--- config.mk ---
export PLATFORM = sky130hd
export DESIGN_NAME = ulac_core
export DESIGN_NICKNAME = d
export VERILOG_FILES = /design/src/rtl/ulac_pkg.sv /design/src/rtl/ulac_core.sv
export SDC_FILE = /design/constraint.sdc
export NUM_CORES = 2
export LEC_CHECK = 0
export ABC_AREA = 0
export BUFFER_PORTS_ARGS = -buffer_cell sky130_fd_sc_hd__clkbuf_2
export CAP_MARGIN = 0
export CORE_MARGIN = 2
export CORE_UTILIZATION = 60
export DETAILED_ROUTE_END_ITERATION = 10
export PLACE_DENSITY = 0.76
export SYNTH_ARGS = -nofsm -noshare
export SYNTH_HDL_FRONTEND = slang
export SYNTH_SLANG_ARGS = --single-unit
--- constraint.sdc ---
create_clock -name ref_clk -period 228.4 [get_ports ref_clk]
set_input_delay 68.52 -clock ref_clk [delete_from_list [all_inputs] [get_ports ref_clk]]
set_output_delay 68.52 -clock ref_clk [all_outputs]
set_load 0.005 [all_outputs]
--- src/rtl/ulac_pkg.sv ---
// shared constants and types for the uplink attenuation compensator
package ulac_pkg;

   // all levels in signed 0.1 dB units
   localparam int LVL_W = 16;

   // register offsets (word index on the plain port)
   localparam logic [3:0] ADDR_CTRL    = 4'h0;
   localparam logic [3:0] ADDR_RANGE   = 4'h1;
   localparam logic [3:0] ADDR_RATIO   = 4'h2;
   localparam logic [3:0] ADDR_STEP    = 4'h3;
   localparam logic [3:0] ADDR_SLEW    = 4'h4;
   localparam logic [3:0] ADDR_SAMPLE  = 4'h5;
   localparam logic [3:0] ADDR_HYST    = 4'h6;
   localparam logic [3:0] ADDR_MANUAL  = 4'h7;
   localparam logic [3:0] ADDR_CSKY    = 4'h8;
   localparam logic [3:0] ADDR_CSOFS   = 4'h9;
   localparam logic [3:0] ADDR_CALOFS  = 4'hA;
   localparam logic [3:0] ADDR_ATTEN   = 4'hB;
   localparam logic [3:0] ADDR_DELTA   = 4'hC;

   // control register field positions
   localparam int CTRL_MODE_LSB = 0;   // 2 bits
   localparam int CTRL_SRC_BIT  = 2;
   localparam int CTRL_SLEW_BIT = 3;
   localparam int CTRL_SCIN_BIT = 4;
   localparam int CTRL_CAL_BIT  = 5;   // write 1: calibrate now

   // limits and resets, in tenths: 0.1 dB, 0.1 s or 0.1 ratio
   localparam logic [15:0] RANGE_MIN   = 16'h0014;  // 2 dB
   localparam logic [15:0] RANGE_MAX   = 16'h012C;  // 30 dB
   localparam logic [15:0] RANGE_RST   = 16'h0064;  // 10 dB
   localparam logic [15:0] RATIO_MIN   = 16'h0001;  // 0.1
   localparam logic [15:0] RATIO_MAX   = 16'h0064;  // 10
   localparam logic [15:0] RATIO_RST   = 16'h000A;  // 1.0
   localparam logic [15:0] HYST_MAX    = 16'h001E;  // 3.0 dB
   localparam logic [15:0] SAMPLE_MIN  = 16'h0002;  // 0.2 s
   localparam logic [15:0] SAMPLE_MAX  = 16'h0064;  // 10 s
   localparam logic [15:0] SAMPLE_RST  = 16'h0064;
   localparam logic [15:0] TENTH_DB    = 16'h0001;

   // step size and slew rate code resets
   localparam logic [2:0] STEP_RST = 3'h0;
   localparam logic [2:0] SLEW_RST = 3'h0;

   // timing
   localparam int CLK_HZ          = 100_000_000;
   localparam int TICK_MS         = 5;
   localparam int TICK_CYC        = CLK_HZ / 1000 * TICK_MS;
   localparam int TICKS_PER_TENTH = 20;   // 100 ms of 5 ms ticks
   localparam int TICKS_PER_SEC   = 200;

   typedef enum logic [3:0] {
      MODE_OFF    = 4'b0001,
      MODE_MANUAL = 4'b0010,
      MODE_AUTO   = 4'b0100,
      MODE_COMP   = 4'b1000
   } ulac_mode_t;

   typedef struct packed {
      logic [15:0] addr_pad;
      logic [3:0]  addr;
      logic [15:0] wdata;
      logic        wr;
      logic        rd;
   } ulac_bus_t;

   typedef struct packed {
      ulac_mode_t          mode;
      logic                src_int;
      logic                slew_en;
      logic                scin_en;
      logic [15:0]         range;
      logic [15:0]         ratio;
      logic [2:0]          step_code;
      logic [2:0]          slew_code;
      logic [15:0]         sample;
      logic [15:0]         hyst;
      logic signed [15:0]  manual;
      logic signed [15:0]  csky;
      logic signed [15:0]  csofs;
      logic signed [15:0]  cal_ofs;
      logic signed [31:0]  acc;
      logic [15:0]         acc_n;
      logic [15:0]         per_cnt;
      logic [15:0]         slew_cnt;
      logic [7:0]          sec_cnt;
      logic [23:0]         tick_cnt;
      logic signed [15:0]  target;
      logic signed [15:0]  atten;
      logic signed [15:0]  delta;
      logic                bypass;
      logic [15:0]         rdata;
   } ulac_state_t;

endpackage : ulac_pkg

--- src/rtl/ulac_core.sv ---
// uplink attenuation compensator: averaging, calculation and output
// Summary of operation
// - modes: automatic, manual, comparison (plus off)
// - automatic tracks selected beacon source
// - manual applies user attenuation value
// - calibration stores pilot minus beacon offset
// - comparison delta: offset minus (pilot minus beacon)
// - equal fades leave attenuation unchanged
// - shared range 2 to 30 dB, default 10
// - ratio 0.1 to 10 per dB drop
// - step quantised: 0.1,0.2,0.5,1,2 dB
// - slew 1 dB per 10/20/50/100 s
// - slew off by default, apply at once
// - average beacon over 0.2 to 10 s
// - no removal until fade exceeds hysteresis
// - scintillation updates every 10 ms
// - scintillation walks every 0.1 dB step
// - source select: beacon or pilot input
// - manual starts at last auto or max
// - off mode bypasses, default off-line
`timescale 1ns/100ps
module ulac_core
   import ulac_pkg::*;
#(
   parameter int TICK_CYCLES = TICK_CYC
)(
   // clock and reset
   input  wire logic               ref_clk,
   input  wire logic               sys_rst,
   // register port
   input  wire logic [3:0]         reg_addr,
   input  wire logic [15:0]        reg_wdata,
   input  wire logic               reg_wr,
   input  wire logic               reg_rd,
   output logic      [15:0]        reg_rdata,
   // level inputs, signed 0.1 dB
   input  wire logic signed [15:0] ext_level,
   input  wire logic signed [15:0] int_level,
   // attenuator drive
   output logic signed [15:0]      atten_out,
   output logic                    atten_bypass
);

   initial
   begin
      if (TICK_CYCLES < 2 || TICK_CYCLES > 16_000_000)
         $error("ulac_core: TICK_CYCLES out of range");
   end

   ulac_state_t s_r;
   ulac_state_t s_nxt;

   function automatic logic [15:0] step_of(input logic [2:0] c);
      unique case (c)
         3'h1:    step_of = 16'h0002;
         3'h2:    step_of = 16'h0005;
         3'h3:    step_of = 16'h000A;
         3'h4:    step_of = 16'h0014;
         default: step_of = 16'h0001;
      endcase
   endfunction : step_of

   // ticks of 5 ms per 0.1 dB move under slew
   function automatic logic [15:0] slew_of(input logic [2:0] c);
      unique case (c)
         3'h1:    slew_of = 16'd400;
         3'h2:    slew_of = 16'd1000;
         3'h3:    slew_of = 16'd2000;
         default: slew_of = 16'd200;
      endcase
   endfunction : slew_of

   function automatic logic [15:0] clampu(input logic [15:0] v,
      input logic [15:0] lo, input logic [15:0] hi);
      clampu = (v < lo) ? lo : ((v > hi) ? hi : v);
   endfunction : clampu

   logic signed [15:0] beacon_now;
   logic signed [15:0] pilot_now;
   logic               tick;
   logic signed [15:0] avg;
   logic signed [15:0] fade;
   logic signed [31:0] prod;
   logic signed [15:0] corr;
   logic signed [15:0] quant;
   logic [15:0]        stp;
   logic               per_done;
   logic               move;
   ulac_mode_t         new_mode;
   logic signed [15:0] cal_beacon;
   logic signed [15:0] cal_pilot;

   always_comb
   begin
      s_nxt = s_r;
      new_mode = s_r.mode;
      // calibration follows the source and mode being written, not the old
      cal_pilot = reg_wdata[CTRL_SRC_BIT] ? int_level : ext_level;
      if (reg_wdata[CTRL_MODE_LSB +: 2] == 2'h3)
         cal_beacon = reg_wdata[CTRL_SRC_BIT] ? ext_level : int_level;
      else
         cal_beacon = reg_wdata[CTRL_SRC_BIT] ? int_level : ext_level;
      beacon_now = s_r.src_int ? ext_level : int_level;
      pilot_now  = s_r.src_int ? int_level : ext_level;
      if (s_r.mode != MODE_COMP)
         beacon_now = s_r.src_int ? int_level : ext_level;
      tick = (s_r.tick_cnt == 24'(TICK_CYCLES - 1));
      s_nxt.tick_cnt = tick ? 24'h00_0000 : s_r.tick_cnt + 24'h00_0001;
      avg = 16'(s_r.acc / $signed({16'h0000, s_r.acc_n}));
      per_done = 1'b0;

      // running sum per tick, period in tenths of a second
      if (tick)
      begin
         if (s_r.mode == MODE_COMP)
            s_nxt.acc = s_r.acc + 32'(pilot_now - beacon_now - s_r.cal_ofs);
         else
            s_nxt.acc = s_r.acc + 32'(beacon_now);
         s_nxt.acc_n = s_r.acc_n + 16'h0001;
         if (s_r.sec_cnt == 8'(TICKS_PER_TENTH - 1))
         begin
            s_nxt.sec_cnt = 8'h00;
            s_nxt.per_cnt = s_r.per_cnt + 16'h0001;
         end
         else
            s_nxt.sec_cnt = s_r.sec_cnt + 8'h01;
      end
      // scintillation recalculates on every second 5 ms tick
      if (s_r.acc_n != 16'h0000 &&
          ((s_r.scin_en && tick) || (s_r.per_cnt >= s_r.sample)))
         per_done = 1'b1;

      // fade measured against clear sky level outside comparison mode
      if (s_r.mode == MODE_COMP)
         fade = -avg;
      else
         fade = s_r.csky + s_r.csofs - avg;
      // equal fades cancel inside the comparison delta
      s_nxt.delta = per_done ? fade : s_r.delta;
      if (fade <= $signed(s_r.hyst))
         fade = 16'sh0000;
      prod = fade * $signed(s_r.ratio);
      corr = 16'(prod / 32'sd10);
      if (corr < 16'sh0000)
         corr = 16'sh0000;
      if (corr > $signed(s_r.range))
         corr = $signed(s_r.range);
      stp = step_of(s_r.step_code);
      quant = corr - 16'(corr % $signed(stp));
      // max attenuation at clear sky, reduced by correction
      if (per_done)
      begin
         s_nxt.target = $signed(s_r.range) - quant;
         s_nxt.acc = 32'sh0000_0000;
         s_nxt.acc_n = 16'h0000;
         s_nxt.per_cnt = 16'h0000;
         s_nxt.sec_cnt = 8'h00;
      end

      // output movement
      move = 1'b0;
      if (s_r.mode == MODE_AUTO || s_r.mode == MODE_COMP)
      begin
         if (s_r.scin_en)
            move = tick;
         else if (s_r.slew_en)
         begin
            if (tick)
            begin
               if (s_r.slew_cnt >= slew_of(s_r.slew_code) - 16'h0001)
               begin
                  s_nxt.slew_cnt = 16'h0000;
                  move = 1'b1;
               end
               else
                  s_nxt.slew_cnt = s_r.slew_cnt + 16'h0001;
            end
         end
         else
            s_nxt.atten = s_r.target;
         if (move && s_r.atten < s_r.target)
            s_nxt.atten = s_r.atten + $signed(TENTH_DB);
         if (move && s_r.atten > s_r.target)
            s_nxt.atten = s_r.atten - $signed(TENTH_DB);
      end
      if (s_r.mode == MODE_MANUAL)
         s_nxt.atten = s_r.manual;
      s_nxt.bypass = (s_r.mode == MODE_OFF);

      // register port
      s_nxt.rdata = 16'h0000;
      if (reg_rd)
      begin
         unique case (reg_addr)
            ADDR_CTRL:   s_nxt.rdata = {11'h000, s_r.scin_en, s_r.slew_en,
                                        s_r.src_int, s_r.mode == MODE_AUTO
                                        || s_r.mode == MODE_COMP,
                                        s_r.mode == MODE_MANUAL
                                        || s_r.mode == MODE_COMP};
            ADDR_RANGE:  s_nxt.rdata = s_r.range;
            ADDR_RATIO:  s_nxt.rdata = s_r.ratio;
            ADDR_STEP:   s_nxt.rdata = {13'h0000, s_r.step_code};
            ADDR_SLEW:   s_nxt.rdata = {13'h0000, s_r.slew_code};
            ADDR_SAMPLE: s_nxt.rdata = s_r.sample;
            ADDR_HYST:   s_nxt.rdata = s_r.hyst;
            ADDR_MANUAL: s_nxt.rdata = s_r.manual;
            ADDR_CSKY:   s_nxt.rdata = s_r.csky;
            ADDR_CSOFS:  s_nxt.rdata = s_r.csofs;
            ADDR_CALOFS: s_nxt.rdata = s_r.cal_ofs;
            ADDR_ATTEN:  s_nxt.rdata = s_r.atten;
            ADDR_DELTA:  s_nxt.rdata = s_r.delta;
            default:     s_nxt.rdata = 16'h0000;
         endcase
      end
      if (reg_wr)
      begin
         unique case (reg_addr)
            ADDR_CTRL:
            begin
               // mode code 0 off, 1 manual, 2 auto, 3 comparison
               unique case (reg_wdata[CTRL_MODE_LSB +: 2])
                  2'h1:    new_mode = MODE_MANUAL;
                  2'h2:    new_mode = MODE_AUTO;
                  2'h3:    new_mode = MODE_COMP;
                  default: new_mode = MODE_OFF;
               endcase
               if (new_mode == MODE_MANUAL && s_r.mode != MODE_MANUAL)
                  s_nxt.manual = (s_r.mode == MODE_OFF) ?
                                 $signed(s_r.range) : s_r.atten;
               s_nxt.mode    = new_mode;
               s_nxt.src_int = reg_wdata[CTRL_SRC_BIT];
               s_nxt.slew_en = reg_wdata[CTRL_SLEW_BIT];
               s_nxt.scin_en = reg_wdata[CTRL_SCIN_BIT];
               if (reg_wdata[CTRL_CAL_BIT])
               begin
                  s_nxt.csky    = cal_beacon;
                  s_nxt.cal_ofs = cal_pilot - cal_beacon;
               end
            end
            ADDR_RANGE:  s_nxt.range = clampu(reg_wdata, RANGE_MIN,
                                              RANGE_MAX);
            ADDR_RATIO:  s_nxt.ratio = clampu(reg_wdata, RATIO_MIN,
                                              RATIO_MAX);
            ADDR_STEP:   s_nxt.step_code = (reg_wdata[2:0] > 3'h4) ?
                                           3'h4 : reg_wdata[2:0];
            ADDR_SLEW:   s_nxt.slew_code = {1'b0, reg_wdata[1:0]};
            ADDR_SAMPLE: s_nxt.sample = clampu(reg_wdata, SAMPLE_MIN,
                                               SAMPLE_MAX);
            ADDR_HYST:   s_nxt.hyst = (reg_wdata > HYST_MAX) ?
                                      HYST_MAX : reg_wdata;
            ADDR_MANUAL:
            begin
               // manual value held inside the range
               if ($signed(reg_wdata) < 16'sh0000)
                  s_nxt.manual = 16'sh0000;
               else if ($signed(reg_wdata) > $signed(s_r.range))
                  s_nxt.manual = $signed(s_r.range);
               else
                  s_nxt.manual = $signed(reg_wdata);
            end
            ADDR_CSOFS:  s_nxt.csofs = $signed(reg_wdata);
            default:     s_nxt.csofs = s_r.csofs;
         endcase
      end
   end

   always_ff @(posedge ref_clk)
   begin
      if (sys_rst)
      begin
         s_r           <= '0;
         s_r.mode      <= MODE_OFF;
         s_r.range     <= RANGE_RST;
         s_r.ratio     <= RATIO_RST;
         s_r.step_code <= STEP_RST;
         s_r.slew_code <= SLEW_RST;
         s_r.sample    <= SAMPLE_RST;
         s_r.target    <= $signed(RANGE_RST);
         s_r.bypass    <= 1'b1;
      end
      else
         s_r <= s_nxt;
   end

   assign reg_rdata    = s_r.rdata;
   assign atten_out    = s_r.atten;
   assign atten_bypass = s_r.bypass;

endmodule : ulac_core

Word level (Yosys, flattened, before mapping)
Cells that the tools add are included.
{"block": "totals", "in_bits": 56, "ff_bits": 317}
{"block": "op_classes", "n_eq_ne": 34, "n_div": 3, "n_reduce_logical": 28, "n_mux": 47, "n_addsub": 18, "n_bitwise": 2, "multipliers": 1, "order_cmp": 16}
{"operator": "$mux W16", "n": 31}
{"operator": "$pmux W16 S13", "n": 1}
{"operator": "$sub A16 B16 Y16", "n": 4}
{"operator": "$add A16 B1 Y16 const B", "n": 3}
{"operator": "$gt A16 B16 Y1", "n": 3}
{"operator": "$lt A16 B1 Y1 const B", "n": 3}
{"operator": "$pmux W11 S3", "n": 1}
{"operator": "$add A32 B16 Y32", "n": 1}
{"operator": "$add A32 B18 Y32", "n": 1}
{"operator": "$div A32 B17 Y32", "n": 1}
{"operator": "$div A32 B5 Y32 const B", "n": 1}
{"operator": "$ge A16 B16 Y1", "n": 2}
{"operator": "$mul A16 B16 Y32", "n": 1}
{"operator": "$mux W32", "n": 1}
{"operator": "$pmux W16 S2", "n": 1}
{"operator": "$add A24 B1 Y24 const B", "n": 1}
{"operator": "$eq A24 B19 Y1 const B", "n": 1}
{"operator": "$eq A4 B4 Y1 const B", "n": 6}
{"operator": "$eq A4 B3 Y1 const B", "n": 5}
{"operator": "$pmux W5 S4", "n": 1}
{"operator": "$reduce_and A2 Y1", "n": 9}
{"operator": "$sub A17 B16 Y18", "n": 1}
{"operator": "$sub A16 B16 Y17", "n": 1}
{"operator": "$add A16 B16 Y16", "n": 1}
{"operator": "40 further kinds", "n": 68}

Longest topological paths before layout
{"block": "logic_depth", "word_depth": 18, "ltp_mapped": 812, "mapped_depth_nobuf": 763}

Worst setup path after synthesis
OpenSTA, ideal clock, no wires.
{"block": "synth_timing", "kind": "register to register", "startpoint": "reg s_r[146] in the netlist's numbering", "endpoint": "reg s_r[64] in the netlist's numbering", "arrival_time_ps": 151304, "stages_incl_launch_ff": 771, "slack_ps": 76981, "n_path_buf": 58, "path_cell_list": "dfxtp_1 > inv_1 > ha_1 > nor4b_2 > nand4_2 > o41ai_2 > xnor2_1 > inv_1 > ha_1 > o21ai_0 > nor2b_1 > a211o_1 > a22oi_1 > ha_1 > o211a_1 > a211oi_1 > o21ai_0 > mux2i_1 > [735 not listed] > inv_1 > ha_1 > o21a_1 > o21ai_0 > nand2b_1 > a21oi_1 > o21bai_1 > a21oi_1 > o21bai_1 > a21oi_1 > o21bai_1 > a21oi_1 > o21bai_1 > a21oi_1 > xnor2_1 > xnor3_1 > xnor2_1 > o21a_1"}
{"block": "synth_via", "elab_chain_len": 14, "word_cells_on_any_way": 15, "classes_between": "add/sub (4); mul (1); div (3); order compare (3); mux (4)"}
{"element": "start, declared", "line": "ulac_core.sv:50", "text": "ulac_state_t s_r;"}
{"element": "start signal, assigned", "line": "ulac_core.sv:282", "text": "s_r <= s_nxt;"}
{"element": "$div A32 B17 Y32 *", "line": "ulac_core.sv:109", "text": "avg = 16'(s_r.acc / $signed({16'h0000, s_r.acc_n}));"}
{"element": "$sub A16 B16 Y16 / $neg A16 Y16 (equally long branches)", "line": "ulac_core.sv:137, ulac_core.sv:135"}
{"element": "$mux W16 *", "line": "ulac_core.sv:134", "text": "if (s_r.mode == MODE_COMP)"}
{"element": "$le A16 B16 Y1", "line": "ulac_core.sv:140", "text": "if (fade <= $signed(s_r.hyst))"}
{"element": "$mux W16 *", "line": "ulac_core.sv:140"}
{"element": "$mul A16 B16 Y32 *", "line": "ulac_core.sv:142", "text": "prod = fade * $signed(s_r.ratio);"}
{"element": "$div A32 B5 Y32 *", "line": "ulac_core.sv:143", "text": "corr = 16'(prod / 32'sd10);"}
{"element": "$lt A16 B1 Y1", "line": "ulac_core.sv:144", "text": "if (corr < 16'sh0000)"}
{"element": "$mux W16 *", "line": "ulac_core.sv:144"}
{"element": "$gt A16 B16 Y1", "line": "ulac_core.sv:146", "text": "if (corr > $signed(s_r.range))"}
{"element": "$mux W16 *", "line": "ulac_core.sv:146"}
{"element": "$mod A16 B16 Y16", "line": "ulac_core.sv:149", "text": "quant = corr - 16'(corr % $signed(stp));"}
{"element": "$sub A16 B16 Y16 *", "line": "ulac_core.sv:149"}
{"element": "$sub A16 B16 Y16 *", "line": "ulac_core.sv:153", "text": "s_nxt.target = $signed(s_r.range) - quant;"}
Every way passes the cells marked *; elsewhere a longest branch is shown, timed or not.
A chain may end at the register's enable or synchronous reset.

==> results.txt <==
CP max FO = 123
Synth Cell Area = 69420 um2
Endpoints failing setup = 0
Detail Placement HPWL = 185000 um
Number of distinct library cells after synthesis = 146
Multi-input gate area = 58750 um2
CTS tree = yes
Clock Latency Late Sink = 600 ps
Pre-antenna DRT Iters = 9
H-Tree Depth = 2
PortBufs = 88
Peak Freq = 0.005734 GHz
Residual DRC = 0
Final WL = 233200 um
Root buffer cell = clkbuf_16
Synthesis Warnings = 0
RSZ-0062 raised after global routing = false
Area delta synth->final = 4.366%
Io pins = 89
Hold Path Class = flop to flop
Status = finished clean
Post-CTS Hold Fix Bufs = 0
Instance count of the mapped netlist = 9246
CP Class = flop to flop
Die Y = 344.1 um
Via count = 70340
Worst Tran Pin Value = 1254 ps
Arrival @ worst endpoint = 174880 ps
CTS clk-pin slew, worst paths = 70 ps
Fin. max-slew vios = 0
Yosys top cell area share = 13.66%
Initial Utilization = 60.63%
Antenna-violating nets left = 0
Avg Cell Area, Syn = 7.508 um2
Main flop type after synthesis = dfxtp_1
Chip Width = 344.1 um
Setup tns final = 0 ps
PostCTS Resize Cnt = 0
Post-DR vias/cell = 6.599
EDFF count, synth = 0
CP Capture Type = flop
Initial antenna violation count = 13
Routed length per instance = 21.87 um
GRT overflow = 0
Yosys top cell by area = ha_1
Cts bufs inserted = 37
Die ar. = 118400 um2
Critical Path Slowest Stage Cell = o21ai_2
First-pass GRT wire length = 363500 um
Number of global-route vias before repair = 65880
Final hold vios = 0
Clk buf depth = 3
Total GRT Usage = 37.99%
Max_slew headroom = 15.82%
# fillers = 10270
Min cycle time layout = 174390 ps
Period utilisation layout = 76.35%
Drt initial violations = 7665
CP startpoint kind = flop
Clock Sinks = 317
Most used cell, CP = o21a_1
Seq. cell area = 6346 um2
Final nets = 10280
Routability Congestion = 1.029
Post-CTS Setup Repair Bufs = 0
Asr flop ratio synth = 0%
Syn Nets = 10420
Sequential-to-total area share from yosys stat = 9.142%
Register bit total from synthesis = 317
Row Count = 124
Max_cap viols = 0
Flop2flop setup slack = 54010 ps
Pin count of the biggest net entering global routing = 124
Core Region = 114500 um2
Worst Skew = 34.95 ps
Top cells by area, synth = ha_1 (14%), fa_1 (10%), dfxtp_1 (9.1%)
Layout cells sized above 1 = 7.169%
Largest stage delay on the critical path = 850 ps
WP data required = 228890 ps
## critical path, delay by kind of cell (launching register included)
kind                     cells  cell delay [ps]
multiplexers                15             4670
flip-flops                   1              400
adder cells (fa/ha/maj)     64            20620
AO/OA/AOI/OAI              407            95060
XOR/XNOR                    11             3490
AND/OR/NAND/NOR            199            44230
buffers and inverters       27             5490
## final cells by class
cell class | count | area share, %
clock inverter | 13 | 0.3765
antenna | 12 | 0.04145
multi-input combinational | 7799 | 81.09
timing repair buffer | 198 | 1.756
tap | 1512 | 2.611
clock buffer | 50 | 1.428
sequential | 317 | 8.760
inverter | 759 | 3.933
## state kept, by name, summed over array words and instances, names as in the netlist
name / count
atten_bypass: 1
reg_rdata: 16
atten_out: 16
s_r: 284
## metrics by stage
| step | std cells | util, % | instance area (um2) | hold WS, ps | setup WS [ps] |
|---|---|---|---|---|---|
| final | 10660 | 63.27 | 72450 | 469.5 | 54010 |
| after global routing | 10660 | 63.26 | 72440 | 483.4 | 39970 |
| after CTS | 10650 | 63.25 | 72420 | 466.6 | 57280 |
| after detailed placement | 10590 | 62.10 | 71110 | 458.7 | 57930 |
| after global placement | 10590 | 62.10 | 71110 | 454.7 | 62900 |
| after floorplan | 9246 | - | 69420 | 437.3 | 76980 |
## cell usage after synthesis, types with 25 or more instances
cell type / number
and3_1: 182
dfxtp_1: 317
inv_1: 754
nor4_1: 49
ha_1: 758
a31oi_1: 82
o21ai_0: 372
xor2_1: 192
o221ai_1: 34
xnor2_1: 388
a22o_1: 45
o22ai_1: 32
o21ai_1: 49
and2_1: 138
nand2b_1: 124
nand2_1: 807
nand4_1: 97
a311oi_1: 27
o31ai_1: 130
o21a_1: 249
nand3_1: 181
buf_2: 25
mux2_2: 161
clkbuf_1: 276
a21oi_1: 612
fa_1: 357
nor2_1: 896
a211oi_1: 112
a22oi_1: 40
and4_1: 25
or2_2: 76
o211ai_1: 79
nor2b_1: 87
nor3_1: 362
a21o_1: 143
buf_4: 43
or3_1: 86
buf_1: 26
a221oi_1: 59
mux2i_1: 116
o21bai_1: 90
a211o_1: 36
## per-layer routing
metal | vias up | track usage, % | part of all wire, %
met3 | 629 | 7.457 | 11
met5 | - | 0 | 0.018
met1 | 33160 | 52.45 | 43
li1 | 33100 | - | -
met2 | 3444 | 58.14 | 42
met4 | 6 | 15.12 | 4.5
## worst paths after layout
check,to,cells after the start,start
worst max-delay path,s_r[64],723,s_r[146]
worst min register to register,s_r[250],2,s_r[250]
worst min-delay path,s_r[250],2,s_r[250]
worst max register to register,s_r[64],723,s_r[146]
## layout by cell type (no fill, tap or decap), drive strengths merged, types with 24 or more instances in the layout
cell / synthesis / final
nor2b: 87 / 87
o211ai: 82 / 82
o221ai: 34 / 34
xnor2: 390 / 390
and2: 138 / 138
inv: 756 / 757
ha: 758 / 758
and3: 182 / 182
a31oi: 85 / 85
nand4: 102 / 102
nand2b: 124 / 124
dfxtp: 317 / 317
o22ai: 35 / 35
nor2: 901 / 901
buf: 95 / 111
a211oi: 119 / 119
a221oi: 61 / 61
a211o: 36 / 36
a21oi: 615 / 615
o21a: 250 / 250
and4: 25 / 25
or3: 86 / 86
clkbuf: 276 / 137
a21o: 144 / 144
o21ai: 422 / 422
nor3: 368 / 368
nand3: 184 / 184
nand2: 809 / 809
nor4: 61 / 61
fa: 357 / 357
mux2: 169 / 169
xor2: 193 / 193
or2: 92 / 92
o21bai: 91 / 91
a22o: 45 / 45
a311oi: 29 / 29
nor4b: 24 / 24
a22oi: 41 / 41
mux2i: 118 / 118
o31ai: 140 / 140
## logic make-up (layout without fill, tap and decap cells)
family,Yosys count,in the layout,synth area share (%)
simple gates,3252,3252,22.98
compound gates,2554,2554,25.50
buf+inv,1130,1020,6.399
fa+ha+maj,1119,1119,24.02
xor+xnor,584,584,7.437
flops,317,317,9.142
mux,288,288,4.515
other cells,2,14,0.01082
Power is not shown: default switching activity piles up to over one toggle a cycle in this logic, so the estimate is an artifact.
